--- src/design/ipr_consts.svh ---
// constant offsets, field positions, reset values and vectors of the prioritizer
`ifndef IPR_CONSTS_SVH
`define IPR_CONSTS_SVH

// register indices; byte address on the bus is four times the index
`define IPR_IDX_OPTION 6'h0c
`define IPR_IDX_SER_CTRL 6'h0f
`define IPR_IDX_SER_STAT 6'h10
`define IPR_IDX_TMR_CTRL 6'h12
`define IPR_IDX_TMR_STAT 6'h13
`define IPR_IDX_CORE_STAT 6'h14

// option register fields
`define IPR_OPT_POR 7
`define IPR_OPT_RISE 6
`define IPR_OPT_FALL 5
`define IPR_OPT_EXT_EN 4
`define IPR_OPT_WATCHDOG_ENABLE 0
// power-on value without the power-on flag: enable set, selects clear
`define IPR_OPT_RESET 8'h10

// timer control enables
`define IPR_TC_CAP_EN 7
`define IPR_TC_CMP_EN 6
`define IPR_TC_OVF_EN 5

// serial control two enables
`define IPR_SC_TXE_EN 7
`define IPR_SC_TXC_EN 6
`define IPR_SC_RX_EN 5
`define IPR_SC_IDLE_EN 4

// service vectors, high byte address; low byte sits one above
`define IPR_VEC_RESET 16'h1ffe
`define IPR_VEC_TRAP 16'h1ffc
`define IPR_VEC_EXT 16'h1ffa
`define IPR_VEC_CAP 16'h1ff8
`define IPR_VEC_CMP 16'h1ff6
`define IPR_VEC_OVF 16'h1ff4
`define IPR_VEC_SER 16'h1ff2

// bytes of processor state stacked per entry
`define IPR_STACK_BYTES 3'h5

`endif

--- src/design/ipr_pkg.sv ---
// types shared by the interrupt prioritizer files
package ipr_pkg;

    // sequencer states, one-hot
    typedef enum logic [5:0] {
        ST_RUN = 6'b00_0001,
        ST_PUSH = 6'b00_0010,
        ST_VEC_HI = 6'b00_0100,
        ST_VEC_LO = 6'b00_1000,
        ST_STOP = 6'b01_0000,
        ST_WAIT = 6'b10_0000
    } ipr_state_t;

    // source being serviced
    typedef enum logic [2:0] {
        SRC_RESET = 3'h0,
        SRC_TRAP = 3'h1,
        SRC_EXT = 3'h2,
        SRC_CAP = 3'h3,
        SRC_CMP = 3'h4,
        SRC_OVF = 3'h5,
        SRC_SER = 3'h6
    } ipr_src_t;

endpackage

--- src/design/ipr_ext_detect.sv ---
// external request pin: edge/level detection and pending latch
module ipr_ext_detect (
    input wire logic mclk, // system clock
    input wire logic rst, // synchronous reset, high
    input wire logic ext_pin_n, // external request pin, active low
    input wire logic rising_edge_select, // sensitivity select, rising
    input wire logic falling_edge_select, // sensitivity select, falling
    input wire logic external_request_enable, // pin function enable
    input wire logic sel_change, // selection rewritten this cycle
    input wire logic req_ack, // service sequence took the request
    output logic ext_req // enabled request, latch or low level
);

    logic pin_prev_r; // pin one cycle ago
    logic latch_r; // pending edge latch
    logic latch_nxt; // next latch value
    wire rise_seen = ~pin_prev_r & ext_pin_n; // low to high
    wire fall_seen = pin_prev_r & ~ext_pin_n; // high to low
    wire level_mode = ~rising_edge_select & ~falling_edge_select;
    wire fall_on = ~rising_edge_select | falling_edge_select;
    // selected edge seen this cycle; a falling edge also counts in level mode
    wire edge_hit = (rise_seen & rising_edge_select) | (fall_seen & fall_on);
    // low level counts only in level mode and is not latched, but the falling edge into it is
    wire level_hit = level_mode & ~ext_pin_n; // (RULE9) (RULE14)

    // latch: a new edge wins over ack or selection change
    always_comb begin
        latch_nxt = latch_r;
        if (sel_change | req_ack) begin
            latch_nxt = 1'b0; // (RULE12) (RULE14)
        end
        if (edge_hit) begin
            latch_nxt = 1'b1; // (RULE13)
        end
    end

    // pin history and latch
    always_ff @(posedge mclk) begin
        if (rst) begin
            pin_prev_r <= 1'b1;
            latch_r <= 1'b0;
        end else begin
            pin_prev_r <= ext_pin_n;
            latch_r <= latch_nxt;
        end
    end

    // latched edge stays pending until enable returns
    assign ext_req = external_request_enable & (latch_r | level_hit); // (RULE6)

endmodule

--- src/design/ipr_top.sv ---
// interrupt prioritizer: arbitration, entry sequence and option registers
// Notes on behaviour
// (RULE1) grant highest pending source, others stay pending
// (RULE2) fixed priority order with fixed vector pairs
// (RULE3) software trap taken even when masked
// (RULE4) trap after older requests, before newer ones
// (RULE5) mask bit holds off every maskable request
// (RULE6) pin needs mask clear, enable, sensitivity match
// (RULE7) entry stacks state and sets mask bit
// (RULE8) option register field layout at its offset
// (RULE9) two select bits choose pin sensitivity
// (RULE10) select and enable writable only while masked
// (RULE11) reset clears selects, sets pin enable
// (RULE12) changing sensitivity discards pending pin request
// (RULE13) edge latched while disabled stays pending
// (RULE14) latch clears at entry; level never latched; a falling edge in level mode still sets the latch
// (RULE15) five timer flags, enabled ones raise requests
// (RULE16) three timer enables gate flag groups
// (RULE17) five serial flags share one vector
// (RULE18) four serial enables in control two
// (RULE19) serial flag clears: status read, data access
// (RULE20) reset fetches start vector, sets mask bit
// (RULE21) stop halts oscillator until pin request
// (RULE22) wait keeps timer; requests wake normally
// (RULE23) requests evaluated only at instruction boundary
// (RULE24) return restores mask from stacked copy
// (RULE25) each entry pushes five stack bytes
// (RULE26) granted source not preempted during fetch
`include "ipr_consts.svh"

module ipr_top (
    input wire logic mclk, // system clock, 200 MHz
    input wire logic rst, // synchronous reset, high
    input wire logic power_on_reset, // high when reset is power-on
    // avalon-mm slave
    input wire logic [7:0] avs_address, // byte address
    input wire logic avs_read, // read request
    input wire logic avs_write, // write request
    input wire logic [31:0] avs_writedata, // write data
    input wire logic [3:0] avs_byteenable, // byte lanes
    output logic [31:0] avs_readdata, // read data
    output logic avs_waitrequest, // stall
    // external pin and peripherals
    input wire logic ext_pin_n, // external request pin
    input wire logic [4:0] timer_flags, // cap1 cap2 cmp1 cmp2 ovf
    input wire logic [4:0] serial_flags, // txe txc ovr rxf idle
    input wire logic serial_data_access, // serial data register access
    output logic [4:0] serial_flag_clear, // clear pulse per flag
    // processor core sequencer
    input wire logic insn_done, // instruction boundary pulse
    input wire logic trap_fetch, // trap opcode fetched pulse
    input wire logic mask_set_cmd, // set-mask instruction
    input wire logic mask_clear_cmd, // clear-mask instruction
    input wire logic return_cmd, // interrupt_return pulse
    input wire logic return_mask, // mask copy from the stack
    input wire logic stop_cmd, // stop instruction
    input wire logic wait_cmd, // wait instruction
    input wire logic vec_valid, // vector byte available
    input wire logic [7:0] vec_data, // vector byte
    output logic vec_rd, // vector byte request
    output logic [15:0] vec_addr, // vector byte address
    output logic stack_push, // push one state byte
    output logic pc_load, // load program counter pulse
    output logic [15:0] pc_value, // new program counter
    output logic core_hold, // core must not run
    output logic mask_bit, // condition_flags mask bit
    output logic osc_off, // oscillator stopped
    output logic core_clk_off // processor clocks stopped
);

    ipr_pkg::ipr_state_t state_r; // sequencer state
    ipr_pkg::ipr_state_t state_nxt; // next state
    ipr_pkg::ipr_src_t src_r; // source in service
    ipr_pkg::ipr_src_t grant_src; // winning source
    logic [7:0] option_r; // system_option_control
    logic por_r; // power-on flag
    logic [7:0] ser_ctrl_r; // serial_control_two
    logic [7:0] tmr_ctrl_r; // timer_control
    logic mask_r; // mask bit
    logic mask_nxt; // next mask bit
    logic trap_pend_r; // trap fetched, not yet taken
    logic [4:0] old_r; // requests pending at trap fetch
    logic [2:0] push_cnt_r; // bytes pushed so far
    logic [7:0] vec_hi_r; // captured high vector byte
    logic ack_r; // bus answer phase
    logic [4:0] ser_arm_r; // flags seen by a status read
    logic [31:0] rdata_r; // read data
    logic [15:0] pc_r; // program counter value
    logic pc_load_r; // load pulse
    logic grant; // entry starts this cycle
    logic ext_req; // recognised-but-unmasked pin request

    // bus decode
    wire [5:0] idx = avs_address[7:2]; // register index
    wire aligned = avs_address[1:0] == 2'b00; // word aligned
    wire req = avs_read | avs_write; // any request
    wire done = req & ack_r; // access completes
    wire wr_ok = done & avs_write & avs_byteenable[0]; // low lane write
    wire rd_ok = done & avs_read; // read completes
    wire hit_opt = aligned & (idx == `IPR_IDX_OPTION);
    wire hit_sc = aligned & (idx == `IPR_IDX_SER_CTRL);
    wire hit_ss = aligned & (idx == `IPR_IDX_SER_STAT);
    wire hit_tc = aligned & (idx == `IPR_IDX_TMR_CTRL);
    wire hit_ts = aligned & (idx == `IPR_IDX_TMR_STAT);
    wire hit_cs = aligned & (idx == `IPR_IDX_CORE_STAT);
    wire [7:0] wd = avs_writedata[7:0]; // write byte

    // option register write: guarded bits need the mask set
    wire opt_wr = wr_ok & hit_opt;
    wire guard_ok = opt_wr & mask_r; // (RULE10)
    wire [1:0] sel_new = {wd[`IPR_OPT_RISE], wd[`IPR_OPT_FALL]};
    wire [1:0] sel_old = {option_r[`IPR_OPT_RISE], option_r[`IPR_OPT_FALL]};
    wire sel_change = guard_ok & (sel_new != sel_old); // (RULE12)

    // grouped hardware requests, highest first
    wire cap_req = tmr_ctrl_r[`IPR_TC_CAP_EN] & |timer_flags[4:3]; // (RULE16)
    wire cmp_req = tmr_ctrl_r[`IPR_TC_CMP_EN] & |timer_flags[2:1]; // (RULE16)
    wire ovf_req = tmr_ctrl_r[`IPR_TC_OVF_EN] & timer_flags[0]; // (RULE15)
    wire ser_req = (ser_ctrl_r[`IPR_SC_TXE_EN] & serial_flags[4])
        | (ser_ctrl_r[`IPR_SC_TXC_EN] & serial_flags[3])
        | (ser_ctrl_r[`IPR_SC_RX_EN] & |serial_flags[2:1])
        | (ser_ctrl_r[`IPR_SC_IDLE_EN] & serial_flags[0]); // (RULE17) (RULE18)
    wire [4:0] hw_raw = {ext_req, cap_req, cmp_req, ovf_req, ser_req};
    wire [4:0] hw_req = mask_r ? 5'h00 : hw_raw; // (RULE5)
    wire [4:0] hw_old = hw_req & old_r; // pending before trap fetch
    wire take_old = trap_pend_r & |hw_old; // (RULE4)
    wire [4:0] pick = take_old ? hw_old : hw_req; // candidate set

    // highest set bit of the candidate set
    function automatic ipr_pkg::ipr_src_t top_src(input logic [4:0] r);
        ipr_pkg::ipr_src_t s;
        s = ipr_pkg::SRC_SER;
        if (r[1]) s = ipr_pkg::SRC_OVF;
        if (r[2]) s = ipr_pkg::SRC_CMP;
        if (r[3]) s = ipr_pkg::SRC_CAP;
        if (r[4]) s = ipr_pkg::SRC_EXT;
        return s;
    endfunction

    // vector address of a source
    function automatic logic [15:0] vec_of(input ipr_pkg::ipr_src_t s);
        logic [15:0] v;
        v = `IPR_VEC_RESET;
        unique case (s)
            ipr_pkg::SRC_RESET: v = `IPR_VEC_RESET;
            ipr_pkg::SRC_TRAP: v = `IPR_VEC_TRAP; // (RULE3)
            ipr_pkg::SRC_EXT: v = `IPR_VEC_EXT;
            ipr_pkg::SRC_CAP: v = `IPR_VEC_CAP;
            ipr_pkg::SRC_CMP: v = `IPR_VEC_CMP;
            ipr_pkg::SRC_OVF: v = `IPR_VEC_OVF;
            ipr_pkg::SRC_SER: v = `IPR_VEC_SER; // (RULE17)
            default: v = `IPR_VEC_RESET;
        endcase
        return v;
    endfunction

    // only at a boundary; trap goes ahead of newer hardware requests
    wire at_boundary = (state_r == ipr_pkg::ST_RUN) & insn_done; // (RULE23)
    wire trap_win = trap_pend_r & ~take_old; // (RULE3) (RULE4)
    wire hw_win = |pick; // (RULE1)
    wire wake_stop = (state_r == ipr_pkg::ST_STOP) & ext_req & ~mask_r;
    wire wake_wait = (state_r == ipr_pkg::ST_WAIT) & |hw_req;

    // grant decision and winning source
    always_comb begin
        grant = 1'b0;
        grant_src = ipr_pkg::SRC_SER;
        if (at_boundary & (trap_win | hw_win)) begin
            grant = 1'b1;
            grant_src = trap_win ? ipr_pkg::SRC_TRAP : top_src(pick); // (RULE2)
        end else if (wake_stop) begin
            grant = 1'b1; // (RULE21)
            grant_src = ipr_pkg::SRC_EXT;
        end else if (wake_wait) begin
            grant = 1'b1; // (RULE22)
            grant_src = top_src(hw_req);
        end
    end

    // pin latch clears as soon as its entry starts
    wire ext_ack = grant & (grant_src == ipr_pkg::SRC_EXT); // (RULE14)

    ipr_ext_detect u_ext (
        .mclk(mclk),
        .rst(rst),
        .ext_pin_n(ext_pin_n),
        .rising_edge_select(option_r[`IPR_OPT_RISE]),
        .falling_edge_select(option_r[`IPR_OPT_FALL]),
        .external_request_enable(option_r[`IPR_OPT_EXT_EN]),
        .sel_change(sel_change),
        .req_ack(ext_ack),
        .ext_req(ext_req)
    );

    // sequencer next state
    always_comb begin
        state_nxt = state_r;
        unique case (state_r)
            ipr_pkg::ST_RUN: begin
                if (grant) begin
                    state_nxt = ipr_pkg::ST_PUSH; // (RULE7)
                end else if (at_boundary & stop_cmd) begin
                    state_nxt = ipr_pkg::ST_STOP;
                end else if (at_boundary & wait_cmd) begin
                    state_nxt = ipr_pkg::ST_WAIT;
                end
            end
            ipr_pkg::ST_PUSH: begin
                if (push_cnt_r == `IPR_STACK_BYTES - 3'h1) begin
                    state_nxt = ipr_pkg::ST_VEC_HI; // (RULE25)
                end
            end
            ipr_pkg::ST_VEC_HI: begin
                if (vec_valid) state_nxt = ipr_pkg::ST_VEC_LO;
            end
            ipr_pkg::ST_VEC_LO: begin
                if (vec_valid) state_nxt = ipr_pkg::ST_RUN;
            end
            ipr_pkg::ST_STOP, ipr_pkg::ST_WAIT: begin
                if (grant) state_nxt = ipr_pkg::ST_PUSH;
            end
        endcase
    end

    // mask bit next value; entry and reset win over software
    always_comb begin
        mask_nxt = mask_r;
        if (at_boundary & mask_clear_cmd) mask_nxt = 1'b0;
        if (at_boundary & mask_set_cmd) mask_nxt = 1'b1;
        if (at_boundary & return_cmd) mask_nxt = return_mask; // (RULE24)
        if (at_boundary & (stop_cmd | wait_cmd)) mask_nxt = 1'b0;
        if (grant) mask_nxt = 1'b1; // (RULE7)
    end

    // sequencer, service source and mask
    always_ff @(posedge mclk) begin
        if (rst) begin
            state_r <= ipr_pkg::ST_VEC_HI; // (RULE20)
            src_r <= ipr_pkg::SRC_RESET;
            mask_r <= 1'b1; // (RULE20)
        end else begin
            state_r <= state_nxt;
            mask_r <= mask_nxt;
            if (grant) src_r <= grant_src; // (RULE26)
        end
    end

    // push counter and high vector byte
    always_ff @(posedge mclk) begin
        if (rst) begin
            push_cnt_r <= 3'h0;
            vec_hi_r <= 8'h00;
        end else begin
            push_cnt_r <= (state_r == ipr_pkg::ST_PUSH) ?
                push_cnt_r + 3'h1 : 3'h0;
            if ((state_r == ipr_pkg::ST_VEC_HI) & vec_valid) begin
                vec_hi_r <= vec_data;
            end
        end
    end

    // program counter load at the end of the vector fetch
    wire lo_done = (state_r == ipr_pkg::ST_VEC_LO) & vec_valid;
    always_ff @(posedge mclk) begin
        if (rst) begin
            pc_r <= 16'h0000;
            pc_load_r <= 1'b0;
        end else begin
            pc_load_r <= lo_done;
            if (lo_done) pc_r <= {vec_hi_r, vec_data}; // (RULE2) (RULE20)
        end
    end

    // trap bookkeeping: note what was pending when it was fetched
    always_ff @(posedge mclk) begin
        if (rst) begin
            trap_pend_r <= 1'b0;
            old_r <= 5'h00;
        end else if (grant & (grant_src == ipr_pkg::SRC_TRAP)) begin
            trap_pend_r <= 1'b0;
            old_r <= 5'h00;
        end else if (trap_fetch) begin
            trap_pend_r <= 1'b1;
            old_r <= hw_req; // (RULE4)
        end
    end

    // option register; reset value sets the pin enable
    always_ff @(posedge mclk) begin
        if (rst) begin
            option_r <= `IPR_OPT_RESET; // (RULE11)
            por_r <= 1'b0;
        end else begin
            if (opt_wr) begin
                option_r[3:1] <= wd[3:1]; // (RULE8)
                if (wd[`IPR_OPT_WATCHDOG_ENABLE]) option_r[`IPR_OPT_WATCHDOG_ENABLE] <= 1'b1;
            end
            if (guard_ok) option_r[6:4] <= wd[6:4]; // (RULE10)
        end
        if (rst) por_r <= power_on_reset; // flag taken while reset holds
    end

    // peripheral enable registers
    always_ff @(posedge mclk) begin
        if (rst) begin
            ser_ctrl_r <= 8'h00;
            tmr_ctrl_r <= 8'h00;
        end else begin
            if (wr_ok & hit_sc) ser_ctrl_r <= wd; // (RULE18)
            if (wr_ok & hit_tc) tmr_ctrl_r <= wd; // (RULE16)
        end
    end

    // serial flag clear: arm on status read, fire on data access
    always_ff @(posedge mclk) begin
        if (rst) begin
            ser_arm_r <= 5'h00;
        end else if (serial_data_access) begin
            ser_arm_r <= 5'h00;
        end else if (rd_ok & hit_ss) begin
            ser_arm_r <= serial_flags; // (RULE19)
        end
    end
    assign serial_flag_clear = serial_data_access ? ser_arm_r : 5'h00; // (RULE19)

    // read multiplexer
    wire [7:0] opt_rd = {por_r, option_r[6:0]}; // (RULE8)
    wire [7:0] core_rd = {core_clk_off, trap_pend_r, hw_raw, mask_r};
    wire [7:0] rd_byte = hit_opt ? opt_rd
        : hit_sc ? ser_ctrl_r
        : hit_ss ? {serial_flags, 3'b000}
        : hit_tc ? tmr_ctrl_r
        : hit_ts ? {timer_flags, 3'b000} // (RULE15)
        : hit_cs ? core_rd
        : 8'h00;

    // bus answer: one wait state, read data captured in it
    always_ff @(posedge mclk) begin
        if (rst) begin
            ack_r <= 1'b0;
            rdata_r <= 32'h0000_0000;
        end else begin
            ack_r <= req & ~ack_r;
            if (avs_read & ~ack_r) rdata_r <= {24'h00_0000, rd_byte};
        end
    end

    assign avs_waitrequest = req & ~ack_r;
    assign avs_readdata = rdata_r;
    assign vec_rd = (state_r == ipr_pkg::ST_VEC_HI)
        | (state_r == ipr_pkg::ST_VEC_LO);
    assign vec_addr = (state_r == ipr_pkg::ST_VEC_LO) ?
        vec_of(src_r) + 16'h0001 : vec_of(src_r);
    assign stack_push = state_r == ipr_pkg::ST_PUSH; // (RULE25)
    assign pc_load = pc_load_r;
    assign pc_value = pc_r;
    assign core_hold = state_r != ipr_pkg::ST_RUN;
    assign mask_bit = mask_r;
    assign osc_off = state_r == ipr_pkg::ST_STOP; // (RULE21)
    assign core_clk_off = (state_r == ipr_pkg::ST_STOP)
        | (state_r == ipr_pkg::ST_WAIT); // (RULE22)

endmodule

--- config.mk ---
export PLATFORM = sky130hd
export DESIGN_NAME = ipr_top
export DESIGN_NICKNAME = d
export VERILOG_FILES = /design/src/design/ipr_pkg.sv /design/src/design/ipr_ext_detect.sv /design/src/design/ipr_top.sv
export VERILOG_INCLUDE_DIRS = /design/src /design/src/design
export SDC_FILE = /design/constraint.sdc
export NUM_CORES = 1
export LEC_CHECK = 0
export BUFFER_PORTS_ARGS = -buffer_cell sky130_fd_sc_hd__buf_4
export CORE_UTILIZATION = 30
export DETAILED_ROUTE_END_ITERATION = 16
export PLACE_DENSITY = 0.58
export SYNTH_ARGS = -nofsm -noshare
export SYNTH_HDL_FRONTEND = slang
export SYNTH_SLANG_ARGS = --single-unit
--- constraint.sdc ---
create_clock -name mclk -period 2.1 [get_ports mclk]
set_input_delay 0.315 -clock mclk [delete_from_list [all_inputs] [get_ports mclk]]
set_output_delay 0.315 -clock mclk [all_outputs]
set_load 0.05 [all_outputs]
; After elaboration in Yosys (flattened, before gate mapping)
; Index checks and enable logic that the tools add are counted.
; W data, S select, Z words.
[classes]
muxes = 40
n_reduce_logical = 16
bitwise = 70
eq_ne = 28
add_sub_neg = 2
[op_table]
columns = op, n
row1 = $and A1 B1 Y1, 49
row2 = $mux W8, 6
row3 = $mux W6, 7
row4 = $eq A6 B5 Y1 const B, 5
row5 = $mux W3, 10
row6 = $pmux W6 S5, 1
row7 = $pmux W4 S6, 1
row8 = $eq A6 B4 Y1 const B, 3
row9 = $add A16 B1 Y16 const B, 1
row10 = $mux W16, 1
row11 = $reduce_or A2 Y1, 8
row12 = $mux W5, 3
row13 = $reduce_or A5 Y1, 3
row14 = $eq A3 B3 Y1 const B, 4
row15 = $or A1 B1 Y1, 12
row16 = $eq A3 B2 Y1 const B, 3
row17 = $mux W1, 9
row18 = $not A1 Y1, 8
row19 = $eq A3 B1 Y1 const B, 2
row20 = $eq A6 B1 Y1 const B, 1
row21 = $eq A6 B2 Y1 const B, 1
row22 = $eq A6 B3 Y1 const B, 1
row23 = $eq A6 B6 Y1 const B, 1
row24 = $ne A2 B2 Y1 const B, 3
row25 = other kinds (12), 13
[word_totals]
register_bits = 84
word_cells = 176

; Depth between registers and ports, before layout
; Gate-level depths: netlist of run 1.
[logic_depth]
ltp_word = 21
depth_mapped = 9

; Hierarchy
; Synthesis of run 1 repeated with hierarchy kept, for this count alone.
[hier_totals]
cells_unflattened = 528
hier_area_um2 = 4331.7
[by_module_without_submodules]
columns = module, seq_area_each_um2, instances, cells_each, area_each_um2
row1 = ipr_top, 1651.6, 1, 516, 4235.3
row2 = ipr_ext_detect, 40.0, 1, 12, 96.3

; Worst setup path before layout of run 1
; OpenSTA, ideal clock, no wires.
[synth_timing]
path_type = reg-to-reg
startpoint = register mask_r (netlist: mask_bit)
endpoint = register old_r[4]
n_path_buf = 1
arrival_ps = 2173
path_slack_ps = -158
synth_period_minus_slack_ps = 2258
path_stages_with_launch = 7
path_cell_list = dfxtp_1 buf_2 nor2_1 or3_1 o31a_1 a22o_4 a211oi_1
[synth_via]
elab_chain_cells = 14
elab_cells_between_ends = 32
[synth_lines]
columns = item, line
row1 = from (decl), ipr_top.sv:79  ; logic mask_r;
row2 = from (signal assigned), ipr_top.sv:243  ; mask_r <= mask_nxt;
row3 = $mux W5, ipr_top.sv:124  ; wire [4:0] hw_req = mask_r ? 5'h00 : hw_raw;
row4 = $and A5 B5 Y5, ipr_top.sv:125  ; wire [4:0] hw_old = hw_req & old_r;
row5 = $reduce_or A5 Y1, ipr_top.sv:126  ; wire take_old = trap_pend_r & |hw_old;
row6 = $and A1 B1 Y1, ipr_top.sv:126
row7 = $mux W5, ipr_top.sv:127  ; wire [4:0] pick = take_old ? hw_old : hw_req;
row8 = $mux W2, ipr_top.sv:133  ; if (r[1]) s = ipr_pkg::SRC_OVF;
row9 = $mux W3, ipr_top.sv:134  ; if (r[2]) s = ipr_pkg::SRC_CMP;
row10 = $mux W3, ipr_top.sv:135  ; if (r[3]) s = ipr_pkg::SRC_CAP;
row11 = $mux W3, ipr_top.sv:136  ; if (r[4]) s = ipr_pkg::SRC_EXT;
row12 = $mux W3, ipr_top.sv:170  ; grant_src = trap_win ? ipr_pkg::SRC_TRAP : top_src(pick);
row13 = $mux W3, ipr_top.sv:168  ; if (at_boundary & (trap_win | hw_win)) begin
row14 = $eq A3 B1 Y1, ipr_top.sv:279  ; end else if (grant & (grant_src == ipr_pkg::SRC_TRAP)) begin
row15 = $and A1 B1 Y1, ipr_top.sv:279
row16 = $reduce_or A2 Y1 (no line), n/a
row17 = to (signal assigned), ipr_top.sv:284  ; old_r <= hw_req;
row18 = to (decl), ipr_top.sv:82  ; logic [4:0] old_r;
; Parallel ways exist; a longest one is shown, timed or not.
; A chain may end at the register's enable or synchronous reset.

; Final worst setup path of run 1
[layout_timing]
startpoint = register ser_ctrl_r[4]
endpoint = register old_r[3]
[layout_via]
elab_chain_cells = 16
elab_cells_between_ends = 28
[layout_lines]
columns = item, line
row1 = from (decl), ipr_top.sv:77  ; logic [7:0] ser_ctrl_r;
row2 = from (signal assigned), ipr_top.sv:309  ; if (wr_ok & hit_sc) ser_ctrl_r <= wd;
row3 = $and A1 B1 Y1 (*), ipr_top.sv:122  ; | (ser_ctrl_r[`IPR_SC_IDLE_EN] & serial_flags[0]);
row4 = $or A1 B1 Y1 (*), ipr_top.sv:119  ; wire ser_req = (ser_ctrl_r[`IPR_SC_TXE_EN] & serial_flags[4])
row5 = $mux W5 (*), ipr_top.sv:124
row6 = $and A5 B5 Y5, ipr_top.sv:125
row7 = $reduce_or A5 Y1, ipr_top.sv:126
row8 = $and A1 B1 Y1, ipr_top.sv:126
row9 = $mux W5, ipr_top.sv:127
row10 = $mux W2, ipr_top.sv:133
row11 = $mux W3, ipr_top.sv:134
row12 = $mux W3, ipr_top.sv:135
row13 = $mux W3, ipr_top.sv:136
row14 = $mux W3, ipr_top.sv:170
row15 = $mux W3, ipr_top.sv:168
row16 = $eq A3 B1 Y1, ipr_top.sv:279
row17 = $and A1 B1 Y1 (*), ipr_top.sv:279
row18 = $reduce_or A2 Y1 (no line) (*), n/a
; Mark *: on every way between the ends. The rest lies on a longest branch, timed or not.

==> results of run 1 <==
[through the flow]
stage / cells / setup TNS (ps) / util [%]
floorplan: 538 / 0 / -
global placement: 790 / -757 / 37.8
detailed placement: 790 / -1240 / 37.8
CTS: 806 / 0 / 40.2
global route: 811 / -48.8 / 40.6
finish: 811 / 0 / 40.6
[power by group through the flow]
stage,combinational (mW),clock [mW],sequential (mW)
after floorplan,0.434,0,1.74
after global placement,0.619,0,1.70
after detailed placement,0.626,0,1.71
after CTS,0.632,1.68,1.67
after global routing,0.688,1.75,1.68
final,0.642,1.64,1.68
[final timing paths]
kind / endpoint / slack, ps / depth (start not counted)
max: old_r[3] / 80 / 6
min reg2reg: pc_value[11] / 450 / 2
min: por_r / 150 / 1
max reg2reg: old_r[3] / 80 / 6
[cell type report]
class	count	area, um2	share of cell area, %
Clock inverter	7	82.6	1.45
Inverter	12	45.0	0.793
Sequential cell	84	1690	29.8
Tap cell	180	225	3.97
Clock buffer	9	225	3.97
Multi-Input combinational cell	380	2360	41.6
Timing Repair Buffer	139	1040	18.4
[flip-flops by register name (all words and copies together) (netlist names), 3 cells and up]
| name | flops |
|---|---|
| avs_readdata | 8 |
| old_r | 5 |
| option_r | 7 |
| pc_value | 16 |
| push_cnt_r | 3 |
| ser_arm_r | 5 |
| ser_ctrl_r | 8 |
| src_r | 3 |
| state_r | 6 |
| tmr_ctrl_r | 8 |
| vec_hi_r | 8 |
[timing repair]
action,4_1_cts,5_1_grt
setup buffers,0,5
resized for setup,3,5
pin swaps,0,3
setup endpoints to repair,4,12
[cell usage in the layout, fill, tap and decap left out, types with 4 or more instances in the layout]
| master | Yosys | layout |
|---|---|---|
| o22ai_1 | 4 | 4 |
| xor2_1 | 4 | 4 |
| a211oi_1 | 7 | 7 |
| nor2b_1 | 4 | 4 |
| nor4_4 | 2 | 4 |
| inv_1 | 12 | 12 |
| nor3b_1 | 4 | 4 |
| nor2_1 | 42 | 42 |
| mux2i_1 | 35 | 35 |
| mux2_2 | 6 | 6 |
| conb_1 | 2 | 36 |
| a221oi_1 | 4 | 4 |
| a21oi_1 | 36 | 36 |
| o21ai_0 | 21 | 20 |
| nand3b_1 | 7 | 7 |
| buf_4 | 37 | 139 |
| nand2_1 | 55 | 54 |
| nor3_1 | 18 | 18 |
| a22oi_1 | 7 | 7 |
| and2_1 | 7 | 7 |
| a31oi_1 | 7 | 7 |
| nand3_1 | 11 | 11 |
| o21a_1 | 4 | 4 |
| clkbuf_16 | 0 | 9 |
| nand2b_1 | 7 | 7 |
| dfxtp_1 | 83 | 82 |
[routing by layer]
metal / wire length (um) / vias to the layer above / track usage, %
li1: - / 1967 / -
met1: 5210 / 1898 / 20.6
met2: 5660 / 132 / 26.8
met3: 644 / 13 / 2.43
met4: 187 / 0 / 6.55
met5: 0 / - / 0
[kinds of logic (layout without fill, tap and decap cells)]
group           after synthesis  count (layout)  share of synthesized area, %
fa+ha+maj                     2               2                         0.578
mux                          41              41                          9.65
buf+inv                      74             167                          10.2
xor+xnor                      5               5                          1.01
simple gates                181             181                          21.6
other cells                   2              36                         0.173
flops                        84              84                          39.1
compound gates              115             115                          17.7
==> summary.md, run 1 <==
| Metric | Value |
|---|---|
| Part of the power in registers | 42.3% |
| Synthesized area | 4330 um2 |
| Ant. Diodes | 0 |
| Critical path buffer and inverter count | 0 |
| Gate power share | 16.2% |
| Post-Place Worst Slack | -153 ps |
| Routed len/inst | 14.4 um |
| Num rows | 43 |
| Final antenna-violating net count | 0 |
| Setup crit end kind | flop |
| Crit-path cells | a22oi_2 -> a31oi_1 -> or3_4 -> o31a_1 -> a22o_4 -> a211oi_1 |
| Nets@finish | 706 |
| Largest delay share family, worst path | compound AO/OA/AOI/OAI gates |
| Post-Route WL | 11.7 mm |
| PD cells | between 600 and 700 nW/um2 |
| Die width | 122 um |
| Rel. slew slack | around 62% |
| Sw Ratio | 29.4% |
| Crit start category | flop |
| Max incr delay on CP | 420 ps |
| Clock Skews | 7.96 ps |
| P_int | 2.80 mW |
| Port buffer count | 91 |
| VDD IR max | 0.376 mV |
| Total CTS buffers | 9 |
| Unique masters post-synth | 66 |
| Most numerous cell in the Yosys netlist | dfxtp_1 |
| Fmax | 0.496 GHz |
| Max H-tree Level | 3 |
| Final hold vios | 0 |
| Min-delay worst type | in2reg |
| Total power | 3.96 mW |
| Vias per cell | just under 5 |
| Avg Cell Area, Syn | about 8.6 um2 |
| Crit path max-delay cell type | or3_4 |
| Core area | approximately 14,000 um2 |
| Initial DRC Count | approximately 210 |
| Final min period | 2020 ps |
| Die boundary height | 122 um |
| Detailed placement HPWL | 8.92 mm |
| Switch Pwr | ~1.2 mW |
| Clk Latency, worst-skew pair | 340 ps |
| FF+latch count, synth | 84 |
| DRC viols | 0 |
| Global route overflow | 0 |
| Sequential share of the synthesized area | 39.1% |
| Clock slew at reported path FFs | 70 ps |
| Endpoints failing setup | 0 |
| Synth top area share | 38.4% |
| Via count | ~4,000 |
| Synth warn | 0 |
| Reg2Reg Launch Point | ser_ctrl_r[4] |
| Routability Congestion | 0.868 |
| CTS tree | done |
| Final worst slack | 83.3 ps |
| Tot GR Track Use | 16.1% |
| Hold_sp | power_on_reset |
| Max-cap viol count | 0 |
| Final Cycle Share | a little over nine tenths |
| Clock Root Buffer | clkbuf_16 |
| Gate Count Post-Synth | 504 |
| I/O Pins | 155 |
| Critical Path RT | about 2400 ps |
| First-pass GRT wire length | 18.8 mm |
| Area Overhead vs Synth | 31.2% |
| Share of layout cells above drive strength 1 | 29.0% |
| Clk buf depth | 2 |
| Yosys top cell by area | dfxtp_1 |
| Synth Flop Type | dfxtp_1 |
| Clk pwr share | a little over 40% |
| Final instance area | around 5700 um2 |
| Pin count of the biggest net entering global routing | 27 |
| Synth top area cells | dfxtp_1 (38%), mux2i_1 (8.1%), buf_4 (6.4%) |
| Fillers | 1,372 |
| TritonCTS sink count | 84 |
| Synth top cells by count | dfxtp_1 (83), nand2_1 (55), nor2_1 (42) |
| Arr. time, crit path | 2260 ps |
| Async SR Flop Fraction | 0% |
| CTS hold repair buffers | 0 |
| Slew @ Worst Pin | 574 ps |
| Post-DP Area | 5290 um2 |
| Setup CP Type | reg2reg |
| Static leakage | between 2 and 2.5 nW |
| Vias in the first global route | around 3,800 |
| RSZ-0062 raised after global routing | true |
| First drt pass iteration count | 5 |
| Die area | about 15,000 um2 |
| Final Max Tran Viols | 0 |
| Status | complete, no violations |
| Antenna violations before repair | 0 |
| Hold WS | roughly 150 ps |
| Crit path from | ser_ctrl_r[4] |
| Initial Utilization | 30.9% |
| EDFF count, synth | 1 |
| CP max FO | 6 |
(Power assumes the default switching activity.)
==> run 2: changes to the inputs <==
--- a/config.mk
+++ b/config.mk
@@ -10,6 +10,7 @@
 export CORE_UTILIZATION = 30
 export DETAILED_ROUTE_END_ITERATION = 16
 export PLACE_DENSITY = 0.58
+export REMOVE_ABC_BUFFERS = 1
 export SYNTH_ARGS = -nofsm -noshare
 export SYNTH_HDL_FRONTEND = slang
 export SYNTH_SLANG_ARGS = --single-unit
==> summary.md, run 2 (same netlist as run 1, synthesis figures left out) <==
| Metric | Value |
|---|---|
| Crit path max-delay cell type | or3_4 |
| Clk buf depth | 2 (unchanged) |
| CTS hold repair buffers | 0 (unchanged) |
| Tot GR Track Use | 16.7% (+0.66 points) |
| CTS tree | done |
| Die boundary height | 122 um (unchanged) |
| First drt pass iteration count | 4 (-1) |
| Final hold vios | 0 (unchanged) |
| Switch Pwr | 1.14 mW (-2.4%) |
| Pin count of the biggest net entering global routing | 32 (+19%) |
| Via count | 4,019 (+0.22%) |
| Gate power share | 15.6% (-0.6 points) |
| Total power | 4.10 mW (+3.5%) |
| Die width | 122 um (unchanged) |
| Final Max Tran Viols | 0 (unchanged) |
| Min-delay worst type | in2reg |
| FF+latch area | 1690 um2 (unchanged) |
| Most Crowded Layer GR | met2 |
| Largest delay share family, worst path | compound AO/OA/AOI/OAI gates |
| Met3 Track Usage GR | 2.57% (+0.14 points) |
| Vias in the first global route | 3,787 (-0.63%) |
| PD cells | 715 nW/um2 (+2.4%) |
| Met2 usage | 26.1% (-0.74 points) |
| Post-DP Area | 5320 um2 (+0.54%) |
| Antenna violations before repair | 0 (unchanged) |
| Share of layout cells above drive strength 1 | 29.6% (+0.59 points) |
| Setup crit end kind | flop |
| I/O Pins | 155 (unchanged) |
| Slew @ Worst Pin | 608 ps (+33.9 ps) |
| GR Layer Usage met1 | 22.3% (+1.7 points) |
| Sw Ratio | 27.8% (-1.7 points) |
| Final instance area | 5740 um2 (+1.0%) |
| Fillers | 1,426 (+3.9%) |
| Max H-tree Level | 3 (unchanged) |
| RSZ-0062 raised after global routing | true |
| Max-cap viol count | 0 (unchanged) |
| Ant. Diodes | 0 (unchanged) |
| Footprint of the multi-input gates | 2390 um2 (+0.95%) |
| Initial Utilization | 30.9% (unchanged) |
| Clk Latency, worst-skew pair | 340 ps (about the same) |
| Static leakage | 2.40 nW (+1.5%) |
| TritonCTS sink count | 84 (unchanged) |
| Critical path buffer and inverter count | 2 (+2) |
| Port buffer count | 91 (unchanged) |
| First-pass GRT wire length | 19.5 mm (+3.7%) |
| Num rows | 43 (unchanged) |
| Final min period | 2030 ps (+13.9 ps) |
| Endpoints failing setup | 0 (unchanged) |
| Status | complete, no violations |
| Fmax | 0.492 GHz (-0.68%) |
| Nets@finish | 707 (+0.14%) |
| Crit start category | flop |
| Clock Root Buffer | clkbuf_16 |
| Setup CP Type | reg2reg |
| Global route overflow | 0 (unchanged) |
| Final Cycle Share | 96.7% (+0.66 points) |
| Post-Route WL | 12.2 mm (+4.2%) |
| Detailed placement HPWL | 9.09 mm (+1.9%) |
| Routability Congestion | 0.834 (-3.9%) |
| Core area | 14,000 um2 (unchanged) |
| Vias per cell | 4.95 (+0.10%) |
| Final worst slack | 69.4 ps (-13.9 ps) |
| P_int | 2.96 mW (+5.9%) |
| DRC viols | 0 (unchanged) |
| VDD IR max | 0.355 mV (-5.4%) |
| Number of flip-flops in the largest register | 16 (unchanged) |
| Post-Place Worst Slack | -55.2 ps (+97.8 ps) |
| Crit-path most repeated cell | buf_4 |
| Critical Path RT | 2360 ps (about the same) |
| Part of the power in registers | 40.8% (-1.5 points) |
| Clk pwr share | 43.5% (+2.0 points) |
| Arr. time, crit path | 2300 ps (+40 ps) |
| Area Overhead vs Synth | 32.5% |
| Total CTS buffers | 9 (unchanged) |
| Initial DRC Count | 203 (-4.7%) |
| Routed len/inst | 15.0 um (+4.1%) |
| CP max FO | 5 (-1) |
| Die area | 14,900 um2 (unchanged) |
| Clock slew at reported path FFs | 70 ps (about the same) |
| Hold WS | 146 ps (-2.81 ps) |
| Commonest non-fill, non-tap cells in the layout | buf_4 (140), dfxtp_1 (82), nand2_1 (55) |
| Max incr delay on CP | 410 ps (about the same) |
| Crit-path cells | a22oi_2 -> a31oi_2 -> or3_4 -> buf_4 -> o31ai_2 -> buf_4 -> nand3_1 -> a31oi_1 |
| Final antenna-violating net count | 0 (unchanged) |
| Clock Skews | 9.99 ps (+2.03 ps) |
| Rel. slew slack | 59.4% (-2.2 points) |
| Most common cell after layout, fill and taps aside | buf_4 |
-- run 2: cell type report --
type | count | area share, %
clock buffer | 11 | 4.43
clock inverter | 5 | 1.44
inverter | 12 | 0.785
multi-input combinational | 380 | 41.6
sequential | 84 | 29.5
tap | 180 | 3.92
timing repair buffer | 140 | 18.3
-- run 2: power groups by stage --
stage,combinational [mW],sequential (mW),clock (mW)
2_1_floorplan,0.341,1.75,0
3_3_place_gp,0.622,1.71,0
3_5_place_dp,0.629,1.71,0
4_1_cts,0.635,1.67,1.82
5_1_grt,0.688,1.68,1.90
6_report,0.641,1.68,1.78
-- run 2: repair_timing --
item / in CTS / in global routing
gates cloned: 0 / 0
buffers inserted: 1 / 1
endpoints found under the setup margin: 8 / 15
pin swaps: 2 / 2
gates resized for setup: 3 / 8
-- run 2: final timing paths --
check | slack [ps] | to | cells after the start | from
max | 70 | src_r[0] | 8 | ser_ctrl_r[4]
min | 150 | por_r | 1 | power_on_reset
min reg2reg | 450 | pc_value[14] | 2 | vec_hi_r[6]
max reg2reg | 70 | src_r[0] | 8 | ser_ctrl_r[4]
-- run 2: per-layer routing --
layer / wire (um) / part of all wire (%) / up-vias
li1: - / - / 1962
met1: 5550 / 45 / 1904
met2: 5820 / 48 / 134
met3: 545 / 4.5 / 19
met4: 284 / 2.3 / 0
met5: 0 / 0 / -
-- run 2: through the flow --
stage | TNS [ps] | utilization, % | std cells
floorplan | -3760 | - | 476
global placement | -729 | 38.0 | 794
detailed placement | -495 | 38.0 | 794
CTS | 0 | 40.6 | 811
global route | -154 | 41.0 | 812
finish | 0 | 41.0 | 812
